### config.mk
export PLATFORM = sky130hd
export DESIGN_NAME = usf_core
export DESIGN_NICKNAME = d
export VERILOG_FILES = /design/src/usf_pkg.sv /design/src/usf_baud_gen.sv /design/src/usf_core.sv
export SDC_FILE = /design/constraint.sdc
export NUM_CORES = 1
export LEC_CHECK = 0
export BUFFER_PORTS_ARGS = -buffer_cell sky130_fd_sc_hd__buf_2
export CORE_ASPECT_RATIO = 1.1
export CORE_MARGIN = 2
export CORE_UTILIZATION = 40
export DETAILED_ROUTE_END_ITERATION = 8
export PLACE_DENSITY = 0.72
export SLEW_MARGIN = 15
export SYNTH_ARGS = -nofsm -noshare
export SYNTH_HDL_FRONTEND = slang
export SYNTH_SLANG_ARGS = --single-unit
export TNS_END_PERCENT = 100
### constraint.sdc
create_clock -name clk -period 2.7 [get_ports clk]
set_input_delay 0.135 -clock clk [delete_from_list [all_inputs] [get_ports clk]]
set_output_delay 0.135 -clock clk [all_outputs]
set_load 0.01 [all_outputs]
### src/usf_pkg.sv
// Constants and types shared by the serial port core and its baud generator.
// Assumes a single system clock; all offsets are APB byte addresses.
package usf_pkg;

    // ------------------------------------------------------------------
    // Register map
    // ------------------------------------------------------------------
    localparam logic [7:0] OFS_DATA = 8'h00;
    localparam logic [7:0] OFS_STAT = 8'h04;
    localparam logic [7:0] OFS_CTRL = 8'h08;
    localparam logic [7:0] OFS_BAUD_LO = 8'h0C;
    localparam logic [7:0] OFS_BAUD_HI = 8'h10;

    // Control register fields
    localparam int C_TXEN = 0;
    localparam int C_RXEN = 1;
    localparam int C_TX9 = 2;
    localparam int C_DBL = 3;
    localparam int C_SYNC = 4;
    localparam int C_POL = 5;
    localparam int C_DIR = 6;
    localparam int C_STOP2 = 7;
    localparam int C_PAR = 8;
    localparam int C_SIZE = 10;
    localparam int CTRL_W = 13;
    localparam logic [CTRL_W-1:0] CTRL_RST = 13'h0C00;

    // Status register fields
    localparam int S_AVAIL = 0;
    localparam int S_FERR = 1;
    localparam int S_OVR = 2;
    localparam int S_PE = 3;
    localparam int S_RX9 = 4;
    localparam int S_TXEMPTY = 5;
    localparam int S_TXIDLE = 6;

    // ------------------------------------------------------------------
    // Baud and frame constants
    // ------------------------------------------------------------------
    localparam int BAUD_W = 12;
    localparam int BAUD_LO_W = 8;
    localparam logic [3:0] LAST_NORM = 4'hF;
    localparam logic [3:0] LAST_DBL = 4'h7;
    localparam logic [3:0] MID_NORM = 4'h8;
    localparam logic [3:0] MID_DBL = 4'h4;
    localparam logic [2:0] SIZE_NINE = 3'h7;
    localparam logic [3:0] SIZE_NINE_BITS = 4'h9;
    localparam logic [3:0] SIZE_BASE = 4'h5;
    localparam int DATA_W = 9;

    typedef enum logic [5:0] {
        TX_IDLE = 6'h01,
        TX_START = 6'h02,
        TX_DATA = 6'h04,
        TX_PAR = 6'h08,
        TX_STOP1 = 6'h10,
        TX_STOP2 = 6'h20
    } usf_tx_st_t;

    typedef enum logic [4:0] {
        RX_IDLE = 5'h01,
        RX_START = 5'h02,
        RX_DATA = 5'h04,
        RX_PAR = 5'h08,
        RX_STOP = 5'h10
    } usf_rx_st_t;

    typedef struct packed {
        logic ovr;
        logic pe;
        logic ferr;
        logic [DATA_W-1:0] data;
    } usf_entry_t;

endpackage
### src/usf_baud_gen.sv
// Baud rate down-counter: one tick each time the count passes zero.
// Assumes divisor is stable except around a low-byte write (reload).
`timescale 1ns/1ps
module usf_baud_gen #(
    parameter int W = usf_pkg::BAUD_W
) (
    // System
    input wire logic clk,
    input wire logic resetn,
    input wire logic ce,
    // Control
    input wire logic [W-1:0] divisor,
    input wire logic reload,
    // Output
    output logic tick
);
    typedef struct packed {
        logic [W-1:0] cnt;
    } usf_baud_state_t;

    usf_baud_state_t s_reg;
    usf_baud_state_t s_next;

    // Reload on zero or on low-byte write, else count down
    always_comb begin
        s_next = s_reg;
        tick = ce & (s_reg.cnt == '0);
        if (reload | tick) begin
            s_next.cnt = divisor;
        end else begin
            s_next.cnt = s_reg.cnt - 1'b1;
        end
    end

    // State register, frozen while ce is low
    always_ff @(posedge clk or negedge resetn) begin
        if (!resetn) begin
            s_reg <= '0;
        end else if (ce) begin
            s_reg <= s_next;
        end
    end
endmodule

### src/usf_core.sv
// Serial port core: baud timing, clock modes, framing and receive queue.
// Assumes rxd and sclk_in are synchronous to clk and an APB master on top.
//
// How it works
// - Two receive entries form a circular queue; one data read pops one.
// - Frame error, overrun and ninth bit travel with each queued character.
// - With the queue full a finished character waits in the shifter.
// - Normal, double-speed, sync master and sync slave clock modes exist.
// - In sync mode the pin direction picks master drive or slave sample.
// - Down-counter reloads the divisor at zero or low-byte write, ticking.
// - Transmit bit clock is tick over 16, 8 or 2 by mode, or sclk_in edges as sync slave.
// - Receive recovery runs on ticks with 16 or 8 states.
// - The divisor is twelve bits, from zero to 4095.
// - Double speed acts only in async mode, eight samples per bit.
// - Slave clock passes a synchroniser and an edge detector first.
// - Sync data changes on one clock edge, sampled on the other.
// - Frames: one start, five to nine data, parity option, 1-2 stops.
// - Start, data LSB first, optional parity, stops; back to back allowed.
// - Start is low, stops high, lines idle high.
// - Transmitter and receiver share one frame format setting.
// - Only the first stop bit is checked; zero there is a frame error.
// - Even parity is the xor of data bits; odd is its inverse.
//
// Added by the designer: the register offsets and register access over APB.
`timescale 1ns/1ps
module usf_core #(
    parameter int FIFO_DEPTH = 2,
    parameter int PTR_W = 1
) (
    // System
    input wire logic clk,
    input wire logic resetn,
    input wire logic ce,
    // APB slave
    input wire logic psel,
    input wire logic penable,
    input wire logic pwrite,
    input wire logic [7:0] paddr,
    input wire logic [31:0] pwdata,
    output logic [31:0] prdata,
    output logic pready,
    output logic pslverr,
    // Serial lines
    input wire logic rxd,
    output logic txd,
    input wire logic sclk_in,
    output logic sclk_out,
    output logic sclk_oe
);
    typedef struct packed {
        logic [usf_pkg::CTRL_W-1:0] ctrl;
        logic [usf_pkg::BAUD_W-1:0] div;
        logic [31:0] rdata;
        usf_pkg::usf_tx_st_t tx_st;
        usf_pkg::usf_rx_st_t rx_st;
        logic [3:0] tx_cnt;
        logic [3:0] rx_cnt;
        logic [3:0] tx_idx;
        logic [3:0] rx_idx;
        logic [usf_pkg::DATA_W-1:0] tx_buf;
        logic [usf_pkg::DATA_W-1:0] tx_sh;
        logic [usf_pkg::DATA_W-1:0] rx_sh;
        logic tx_full;
        logic tx_par;
        logic txd;
        logic rx_par;
        logic rx_pe;
        logic rx_ferr;
        logic rx_pend;
        logic ovr_pend;
        logic rx_prev;
        logic [1:0] vote;
        usf_pkg::usf_entry_t [FIFO_DEPTH-1:0] fifo;
        logic [PTR_W-1:0] wp;
        logic [PTR_W-1:0] rp;
        logic [PTR_W:0] fill;
        logic xk1;
        logic xk2;
        logic xk3;
        logic sclk;
    } usf_state_t;

    localparam usf_state_t RST = '{
        ctrl: usf_pkg::CTRL_RST,
        tx_st: usf_pkg::TX_IDLE,
        rx_st: usf_pkg::RX_IDLE,
        txd: 1'b1,
        rx_prev: 1'b1,
        default: '0
    };
    localparam logic [PTR_W:0] DEPTH = (PTR_W+1)'(FIFO_DEPTH);

    usf_state_t s_reg;
    usf_state_t s;
    logic tick;
    logic setup;
    logic wr;
    logic rd;
    logic hit;
    logic sync;
    logic master;
    logic slave;
    logic pol;
    logic ds;
    logic par_on;
    logic odd;
    logic rise;
    logic fall;
    logic chg;
    logic smp;
    logic tx_adv;
    logic next_frame;
    logic rx_smp;
    logic bitv;
    logic start_det;
    logic push;
    logic pop;
    logic reload;
    logic [3:0] last;
    logic [3:0] mid;
    logic [3:0] nbits;
    logic [usf_pkg::DATA_W-1:0] mask;
    logic [2:0] size;

    // ------------------------------------------------------------------
    // Baud generator
    // ------------------------------------------------------------------
    usf_baud_gen #(
        .W(usf_pkg::BAUD_W)
    ) u_baud (
        .clk(clk),
        .resetn(resetn),
        .ce(ce),
        .divisor(s.div),
        .reload(reload),
        .tick(tick)
    );

    // ------------------------------------------------------------------
    // Next-state logic
    // ------------------------------------------------------------------
    always_comb begin
        s = s_reg;
        setup = psel & ~penable;
        wr = psel & penable & pwrite & ce;
        rd = psel & penable & ~pwrite & ce;
        hit = (paddr == usf_pkg::OFS_DATA) || (paddr == usf_pkg::OFS_STAT) ||
              (paddr == usf_pkg::OFS_CTRL) || (paddr == usf_pkg::OFS_BAUD_LO) ||
              (paddr == usf_pkg::OFS_BAUD_HI);
        reload = wr & (paddr == usf_pkg::OFS_BAUD_LO);

        // One shared format for both directions
        sync = s_reg.ctrl[usf_pkg::C_SYNC];
        master = sync & s_reg.ctrl[usf_pkg::C_DIR];
        slave = sync & ~s_reg.ctrl[usf_pkg::C_DIR];
        pol = s_reg.ctrl[usf_pkg::C_POL];
        ds = s_reg.ctrl[usf_pkg::C_DBL] & ~sync;
        last = ds ? usf_pkg::LAST_DBL : usf_pkg::LAST_NORM;
        mid = ds ? usf_pkg::MID_DBL : usf_pkg::MID_NORM;
        par_on = s_reg.ctrl[usf_pkg::C_PAR+1];
        odd = s_reg.ctrl[usf_pkg::C_PAR];
        size = s_reg.ctrl[usf_pkg::C_SIZE +: 3];
        // Reserved size codes fall back to the low two bits
        nbits = (size == usf_pkg::SIZE_NINE) ? usf_pkg::SIZE_NINE_BITS :
                {2'b00, size[1:0]} + usf_pkg::SIZE_BASE;
        for (int i = 0; i < usf_pkg::DATA_W; i++) begin
            mask[i] = (4'(i) < nbits);
        end

        // Slave clock: first flop only feeds the second
        s.xk1 = sclk_in;
        s.xk2 = s_reg.xk1;
        s.xk3 = s_reg.xk2;
        if (master & tick) begin
            s.sclk = ~s_reg.sclk;
        end
        rise = slave ? (s_reg.xk2 & ~s_reg.xk3) : (master & tick & ~s_reg.sclk);
        fall = slave ? (~s_reg.xk2 & s_reg.xk3) : (master & tick & s_reg.sclk);
        chg = pol ? fall : rise;
        smp = pol ? rise : fall;

        // --------------------------------------------------------------
        // Transmitter
        // --------------------------------------------------------------
        if (tick) begin
            s.tx_cnt = (s_reg.tx_cnt == last) ? 4'h0 : s_reg.tx_cnt + 4'h1;
        end
        tx_adv = sync ? chg : (tick & (s_reg.tx_cnt == last));
        next_frame = 1'b0;
        case (s_reg.tx_st)
            usf_pkg::TX_IDLE: begin
                s.txd = 1'b1;
                next_frame = tx_adv;
            end
            usf_pkg::TX_START: begin
                if (tx_adv) begin
                    s.txd = s_reg.tx_sh[0];
                    s.tx_idx = 4'h0;
                    s.tx_st = usf_pkg::TX_DATA;
                end
            end
            usf_pkg::TX_DATA: begin
                if (tx_adv) begin
                    if (s_reg.tx_idx == nbits - 4'h1) begin
                        s.txd = par_on ? s_reg.tx_par : 1'b1;
                        s.tx_st = par_on ? usf_pkg::TX_PAR : usf_pkg::TX_STOP1;
                    end else begin
                        s.tx_sh = {1'b0, s_reg.tx_sh[usf_pkg::DATA_W-1:1]};
                        s.txd = s_reg.tx_sh[1];
                        s.tx_idx = s_reg.tx_idx + 4'h1;
                    end
                end
            end
            usf_pkg::TX_PAR: begin
                if (tx_adv) begin
                    s.txd = 1'b1;
                    s.tx_st = usf_pkg::TX_STOP1;
                end
            end
            usf_pkg::TX_STOP1: begin
                if (tx_adv) begin
                    if (s_reg.ctrl[usf_pkg::C_STOP2]) begin
                        s.tx_st = usf_pkg::TX_STOP2;
                    end else begin
                        next_frame = 1'b1;
                    end
                end
            end
            usf_pkg::TX_STOP2: begin
                next_frame = tx_adv;
            end
            default: begin
                s.tx_st = usf_pkg::TX_IDLE;
                s.txd = 1'b1;
            end
        endcase
        // Load straight after the last stop bit, so frames run back to back
        if (next_frame) begin
            if (s_reg.tx_full & s_reg.ctrl[usf_pkg::C_TXEN]) begin
                s.tx_sh = s_reg.tx_buf & mask;
                s.tx_par = (^(s_reg.tx_buf & mask)) ^ odd;
                s.tx_full = 1'b0;
                s.txd = 1'b0;
                s.tx_st = usf_pkg::TX_START;
            end else begin
                s.txd = 1'b1;
                s.tx_st = usf_pkg::TX_IDLE;
            end
        end

        // --------------------------------------------------------------
        // Receiver: three centre samples vote in async mode
        // --------------------------------------------------------------
        if (tick) begin
            s.rx_cnt = (s_reg.rx_cnt == last) ? 4'h0 : s_reg.rx_cnt + 4'h1;
            if ((s_reg.rx_cnt == mid - 4'h1) || (s_reg.rx_cnt == mid)) begin
                s.vote = {s_reg.vote[0], rxd};
            end
        end
        rx_smp = sync ? smp : (tick & (s_reg.rx_cnt == mid + 4'h1));
        bitv = sync ? rxd : ((s_reg.vote[1] & s_reg.vote[0]) | (s_reg.vote[1] & rxd) |
                             (s_reg.vote[0] & rxd));
        start_det = s_reg.ctrl[usf_pkg::C_RXEN] &
                    (sync ? (smp & ~rxd) : (s_reg.rx_prev & ~rxd));
        s.rx_prev = rxd;
        case (s_reg.rx_st)
            usf_pkg::RX_IDLE: begin
                if (start_det) begin
                    // A held third character is lost once a new frame begins
                    if (s_reg.rx_pend) begin
                        s.rx_pend = 1'b0;
                        s.ovr_pend = 1'b1;
                    end
                    s.rx_sh = '0;
                    s.rx_idx = 4'h0;
                    s.rx_par = odd;
                    s.rx_pe = 1'b0;
                    s.rx_cnt = 4'h0;
                    s.rx_st = sync ? usf_pkg::RX_DATA : usf_pkg::RX_START;
                end
            end
            usf_pkg::RX_START: begin
                if (rx_smp) begin
                    s.rx_st = bitv ? usf_pkg::RX_IDLE : usf_pkg::RX_DATA;
                end
            end
            usf_pkg::RX_DATA: begin
                if (rx_smp) begin
                    s.rx_sh[s_reg.rx_idx] = bitv;
                    s.rx_par = s_reg.rx_par ^ bitv;
                    s.rx_idx = s_reg.rx_idx + 4'h1;
                    if (s_reg.rx_idx == nbits - 4'h1) begin
                        s.rx_st = par_on ? usf_pkg::RX_PAR : usf_pkg::RX_STOP;
                    end
                end
            end
            usf_pkg::RX_PAR: begin
                if (rx_smp) begin
                    s.rx_pe = s_reg.rx_par ^ bitv;
                    s.rx_st = usf_pkg::RX_STOP;
                end
            end
            usf_pkg::RX_STOP: begin
                // Second stop bit is not looked at
                if (rx_smp) begin
                    s.rx_ferr = ~bitv;
                    s.rx_pend = 1'b1;
                    s.rx_st = usf_pkg::RX_IDLE;
                end
            end
            default: begin
                s.rx_st = usf_pkg::RX_IDLE;
            end
        endcase

        // --------------------------------------------------------------
        // Receive queue
        // --------------------------------------------------------------
        pop = rd & (paddr == usf_pkg::OFS_DATA) & (s_reg.fill != '0);
        push = s.rx_pend & ((s_reg.fill != DEPTH) | pop);
        if (push) begin
            s.fifo[s_reg.wp] = '{ovr: s.ovr_pend, pe: s.rx_pe, ferr: s.rx_ferr,
                                data: s.rx_sh};
            s.wp = s_reg.wp + 1'b1;
            s.ovr_pend = 1'b0;
            s.rx_pend = 1'b0;
        end
        if (pop) begin
            s.rp = s_reg.rp + 1'b1;
        end
        if (push & ~pop) begin
            s.fill = s_reg.fill + 1'b1;
        end else if (pop & ~push) begin
            s.fill = s_reg.fill - 1'b1;
        end

        // --------------------------------------------------------------
        // APB: read data captured in setup, writes take effect in access
        // --------------------------------------------------------------
        if (setup) begin
            s.rdata = '0;
            case (paddr)
                usf_pkg::OFS_DATA: begin
                    s.rdata[usf_pkg::DATA_W-1:0] = s_reg.fifo[s_reg.rp].data;
                end
                usf_pkg::OFS_STAT: begin
                    s.rdata[usf_pkg::S_AVAIL] = (s_reg.fill != '0);
                    s.rdata[usf_pkg::S_FERR] = s_reg.fifo[s_reg.rp].ferr;
                    s.rdata[usf_pkg::S_OVR] = s_reg.fifo[s_reg.rp].ovr;
                    s.rdata[usf_pkg::S_PE] = s_reg.fifo[s_reg.rp].pe;
                    s.rdata[usf_pkg::S_RX9] = s_reg.fifo[s_reg.rp].data[usf_pkg::DATA_W-1];
                    s.rdata[usf_pkg::S_TXEMPTY] = ~s_reg.tx_full;
                    s.rdata[usf_pkg::S_TXIDLE] = ~s_reg.tx_full &
                                                 (s_reg.tx_st == usf_pkg::TX_IDLE);
                end
                usf_pkg::OFS_CTRL: begin
                    s.rdata[usf_pkg::CTRL_W-1:0] = s_reg.ctrl;
                end
                usf_pkg::OFS_BAUD_LO: begin
                    s.rdata[usf_pkg::BAUD_LO_W-1:0] = s_reg.div[usf_pkg::BAUD_LO_W-1:0];
                end
                usf_pkg::OFS_BAUD_HI: begin
                    s.rdata[usf_pkg::BAUD_W-usf_pkg::BAUD_LO_W-1:0] =
                        s_reg.div[usf_pkg::BAUD_W-1:usf_pkg::BAUD_LO_W];
                end
                default: begin
                    s.rdata = '0;
                end
            endcase
        end
        if (wr) begin
            case (paddr)
                usf_pkg::OFS_DATA: begin
                    // A write into a full holding buffer is dropped
                    if (~s_reg.tx_full) begin
                        s.tx_buf = {s_reg.ctrl[usf_pkg::C_TX9],
                                    pwdata[usf_pkg::DATA_W-2:0]};
                        s.tx_full = 1'b1;
                    end
                end
                usf_pkg::OFS_CTRL: begin
                    s.ctrl = pwdata[usf_pkg::CTRL_W-1:0];
                end
                usf_pkg::OFS_BAUD_LO: begin
                    s.div[usf_pkg::BAUD_LO_W-1:0] = pwdata[usf_pkg::BAUD_LO_W-1:0];
                end
                usf_pkg::OFS_BAUD_HI: begin
                    s.div[usf_pkg::BAUD_W-1:usf_pkg::BAUD_LO_W] =
                        pwdata[usf_pkg::BAUD_W-usf_pkg::BAUD_LO_W-1:0];
                end
                default: begin
                    s.div = s_reg.div;
                end
            endcase
        end
    end

    // State register, frozen while ce is low
    always_ff @(posedge clk or negedge resetn) begin
        if (!resetn) begin
            s_reg <= RST;
        end else if (ce) begin
            s_reg <= s;
        end
    end

    // Outputs
    assign prdata = s_reg.rdata;
    assign pready = ce;
    assign pslverr = psel & penable & ~hit;
    assign txd = s_reg.txd;
    assign sclk_out = s_reg.sclk;
    assign sclk_oe = master;
endmodule

# Word-level counts from Yosys, hierarchy flattened
# Index checks and enable logic that the tools add are counted.
[word_totals] ff_bits=147 in_bits=48 out_inout_bits=37 elab_cells=286
[op_classes] add_sub_neg=13 n_lt_le_gt_ge=14 eq_ne=41 muxes=97 bitwise=52 reduce_logical=31
[op_table] cell="$mux W9" n=7
[op_table] cell="$mux W12" n=5
[op_table] cell="$mux W4" n=15
[op_table] cell="$mux W6" n=7
[op_table] cell="$mux W5" n=8
[op_table] cell="$and A1 B1 Y1" n=32
[op_table] cell="$pmux W6 S5" n=1
[op_table] cell="$eq A4 B4 Y1" n=7
[op_table] cell="$mux W1" n=25
[op_table] cell="$pmux W5 S5" n=1
[op_table] cell="$bwmux W24" n=1
[op_table] cell="$add A4 B1 Y4 const B" n=5
[op_table] cell="$ne A2 B2 Y1 const B" n=10
[op_table] cell="$pmux W4 S5" n=1
[op_table] cell="$ne A3 B3 Y1 const B" n=6
[op_table] cell="$pmux W9 S2" n=1
[op_table] cell="$eq A8 B4 Y1 const B" n=2
[op_table] cell="$lt A3 B4 Y1 const A" n=4
[op_table] cell="$mux W2" n=8
[op_table] cell="$pmux W4 S2" n=2
[op_table] cell="$not A1 Y1" n=13
[op_table] cell="$demux W12 S1" n=1
[op_table] cell="$logic_not A12 Y1" n=1
[op_table] cell="$pmux W3 S4" n=1
[op_table] cell="50 further kinds" n=84

# Depth between registers and ports, before layout
[logic_depth] depth_word=16 ltp_mapped=12 ltp_nobuf=12

# By module
# Synthesis repeated with hierarchy kept, for this count alone.
[hier_totals] cells_unflattened=866 area_unflattened_um2=8800.9
[modules_own_cells] module="usf_core" n_inst=1 cells_each=772 area_per_inst_um2=7923.8 seq_area_each_um2=3385.7
[modules_own_cells] module="usf_baud_gen" n_inst=1 cells_each=94 area_per_inst_um2=877.1 seq_area_each_um2=300.3

# Worst setup path before layout
# OpenSTA, ideal clock, no wires.
[synth_path] path_kind="flip-flop to flip-flop" from="reg s_reg[151] in the netlist's numbering" to="reg s_reg[95] in the netlist's numbering" setup_time_ns=0.125 arrival_ns=2.699 t_required_ns=2.575 slack_ns=-0.123 stages_incl_launch_ff=13 n_path_buf=0 period_less_slack_ns=2.823 path_cell_list="dfstp_2 -> inv_1 -> ha_1 -> inv_1 -> ha_1 -> inv_1 -> ha_1 -> xnor2_1 -> o211ai_1 -> nand2_1 -> nand2_1 -> nor2_2 -> mux2_2"
[synth_via] elab_chain_len=6 elab_cells_between_ends=7 classes_between="add/sub: 2; eq/ne: 3; mux: 1; reduce/logical: 1"
[synth_rtl] element="start, declared" line="usf_core.sv:93" text="usf_state_t s_reg;"
[synth_rtl] element="start signal, assigned" line="usf_core.sv:403" text="s_reg <= s;"
[synth_rtl] element="$add A2 B3 Y4 / $eq A3 B3 Y1 (equally long branches)" line="usf_core.sv:165, usf_core.sv:164"
[synth_rtl] element="$mux W4 *" line="usf_core.sv:164" text="nbits = (size == usf_pkg::SIZE_NINE) ? usf_pkg::SIZE_NINE_BITS :"
[synth_rtl] element="$sub A4 B1 Y4 *" line="usf_core.sv:204" text="if (s_reg.tx_idx == nbits - 4'h1) begin"
[synth_rtl] element="$eq A4 B4 Y1 *" line="usf_core.sv:204"
[synth_rtl] element="$ne A3 B3 Y1 (no source line) *"
[synth_rtl] element="$reduce_and A8 Y1 (no source line) *"
# Every way passes the cells marked *; elsewhere a longest branch is shown, timed or not.
# A chain may end at the register's enable or synchronous reset.

# Final worst setup path
[layout_path] from="reg s_reg[151] in the netlist's numbering" to="reg s_reg[90] in the netlist's numbering"
[layout_via] elab_chain_len=6 elab_cells_between_ends=7 classes_between="add/sub: 2; eq/ne: 3; mux: 1; reduce/logical: 1"
[layout_rtl] element="$add A2 B3 Y4 / $eq A3 B3 Y1 (equally long branches)" line="usf_core.sv:165, usf_core.sv:164"
[layout_rtl] element="$mux W4 *" line="usf_core.sv:164"
[layout_rtl] element="$sub A4 B1 Y4 *" line="usf_core.sv:292" text="if (s_reg.rx_idx == nbits - 4'h1) begin"
[layout_rtl] element="$eq A4 B4 Y1 *" line="usf_core.sv:292"
[layout_rtl] element="$ne A2 B2 Y1 (no source line) *"
[layout_rtl] element="$reduce_and A7 Y1 (no source line) *"
# Marked as above.

==> flow_summary.yaml <==
cells_and_area:
  final_nets: 1037
  layout_common_cells: "141 x dfrtp_1, 89 x nand2_1, 79 x buf_4"
  final_util: 0.4918
  drive_gt1_frac: 0.2862
  fin_cells: 1238
  syn2layout_area_growth_pct: 20.33
  largest_reg_flops: 117
  diodes: 0
  final_common_cell: "dfrtp_1"
pwr:
  comb_power_share: 0.174
  ir_worst_vdd_mv: 0.3321
  p_sw_frac: 0.2854
  p_switching_mw: 1.663
  finalPower_mw: 5.828
  pwr-share-clk: 0.393
  power_frac_seq: 0.433
  p_leak_nw: 4.537
  p_per_area_nw_per_um2: 574.0
  p_int_mw: 4.165
yosys:
  ys_async_sr_fraction: 1.000
  ys_ff_latch: 147
  ys.flop_type: "dfrtp_1"
  synth_edf_count: 0
  syn-cell-area_um2: 8437
  netlist-cell-type-count: 75
  synthCells: 862
  avgSynthCellArea_um2: 9.788
  ys_warn_count: 0
  ys_seq_area_frac: 0.4369
critical_path:
  crit_buf_inv: 4
  worst_setup_path_end_kind: "flip-flop"
  crit_family: "flip-flops"
  required_ns: 3.01
  critPathArrivalTime_ns: 3.00
  cp_common_cell: "buf_4"
  startpoint_type: "flip-flop"
  path_max_fanout: 5
  cp_cell_sequence: "buf_4 > a21boi_4 > buf_4 > inv_2 > ha_4 > xor2_1 > nor3_2 > o32ai_1 > nor2_1 > buf_4 > mux2_2"
  crit_slowest_cell: "dfstp_2"
  path_class: "flip-flop to flip-flop"
  max_stage_delay_ns: 0.53
die:
  initial_core_util: 0.4087
  io_pins: 85
  coreArea_um2: 20640
  rows: 55
  fp.dieW_um: 142.5
  die-area_um2: 22270
  die-height_um: 156.3
timing:
  fin_worst_skew_ns: 0.01186
  relSlewSlack: 0.5257
  layout_min_cycle_time_ns: 2.695
  fin_ws_ns: 0.005133
  drv_slew: 0
  tightest_slew_ns: 0.7101
  timing.final.crit_share: 0.9981
  hold_ws_ns: 0.007656
  setup-violations-final: 0
  hold_viol: 0
  fmax_ghz: 0.3711
clocking:
  cts_tree: "built"
  clock_latency_ns: 0.43
  clock_path_buffers: 2
  clockRootBuffer: "clkbuf_16"
  cts.clk_slew.worst_paths_ns: 0.06
  cts_buffers: 17
  clkSinkCount: 147
  cts_max_level: 4
placed_design:
  place_hpwl_mm: 15.57
  globalplace.congestion: 0.8537
  placed_cells: 1191
  pre_cts_slack_ns: -0.2407
  port_buffers: 46
global_routing:
  grt_overflow: 0
  antenna_found_initial: 0
  grt_use_total: 0.1987
  grt_max_degree: 71
  grt_pass1_wl_mm: 34.39
  grt_pass1_vias: 6624
detailed_routing:
  first_pass_iters: 5
  drt_iter0_drc: 420
  wl_per_cell_um: 17.27
  vias: 6884
  routed_via_density: 5.561
  wirelength_mm: 21.38
  drt.antenna.violating_nets: 0
  drc_errors: 0
flow_run:
  max_cap_viol_count: 0
outcome:
  status: "finished clean"
worst_hold_path:
  hold_path_class: "input port to flip-flop"
## cells by family after synthesis
group | share of synthesized area
buf+inv | 0.06377
other cells | 0.0004445
fa+ha+maj | 0.02966
compound gates | 0.1766
mux | 0.1086
flops | 0.4369
simple gates | 0.1560
xor+xnor | 0.02803
## power groups by stage
| stage | Clock, mW | Sequential, mW | Combinational (mW) |
|---|---|---|---|
| 3_3_place_gp | 0 | 2.53 | 0.939 |
| 4_1_cts | 2.32 | 2.50 | 0.989 |
| 2_1_floorplan | 0 | 2.51 | 0.623 |
| 6_report | 2.29 | 2.53 | 1.01 |
| 3_5_place_dp | 0 | 2.54 | 0.962 |
| 5_1_grt | 2.41 | 2.54 | 1.13 |
## per-layer routing
metal,global-route usage,routed length (um)
met5,0,0
met4,0.07732,478
met3,0.03856,848
met2,0.3237,10570
met1,0.2616,9474
## Yosys cell counts (all sizes together), types with 6 or more instances
master,count,area share
buf,45,0.039
a21oi,47,0.032
a31oi,16,0.012
clkbuf,24,0.011
a211oi,8,0.0086
dfrtp,141,0.42
nand2,91,0.041
mux2i,18,0.021
nand3,17,0.010
and3,10,0.0074
dfstp,6,0.019
ha,20,0.030
xnor2,19,0.020
inv,32,0.014
nor2,54,0.027
o21ai,82,0.049
nand4,9,0.0067
and2,8,0.0059
and4,9,0.0093
nor3,15,0.0095
mux2,59,0.079
nand2b,9,0.0067
o22ai,14,0.010
a22o,12,0.012
xor2,8,0.0083
## path summary, 6_finish.rpt
check | slack (ns) | start | depth (start not counted) | end
max reg2reg | 0.005 | s_reg[151] | 11 | s_reg[90]
min reg2reg | 0.47 | prdata[6] | 2 | prdata[6]
min | 0.008 | pwdata[5] | 2 | s_reg[66]
min in group asynchronous | 0.28 | resetn | 2 | s_reg[57]
max | 0.005 | s_reg[151] | 11 | s_reg[90]
max in group asynchronous | 1.65 | resetn | 3 | s_reg[34]
## final cells by class
class / count / area, um^2
fillers: 1840 / 10490
multi-input cells: 632 / 4444
flip-flops and latches: 147 / 3686
repair buffers: 139 / 1010
clock buffers: 22 / 474.2
well taps: 256 / 320.3
inverters: 32 / 120.1
clock inverters: 10 / 97.59
## metrics by stage
stage	setup TNS, ns	area (um^2)
5_1_grt	-0.09086	10150
3_3_place_gp	-0.8781	9286
4_1_cts	0	9990
3_5_place_dp	-0.9672	9286
6_report	0	10150
2_1_floorplan	0	8512
## what timing repair did
action                                  in CTS  in global routing
pin swaps                                    3                  6
hold endpoints to repair                    73                  0
gates resized for setup                      3                 26
hold buffers                                10                  0
setup buffers                                1                  4
endpoints found under the setup margin       6                 46
Power figures use the tool's default switching activity.
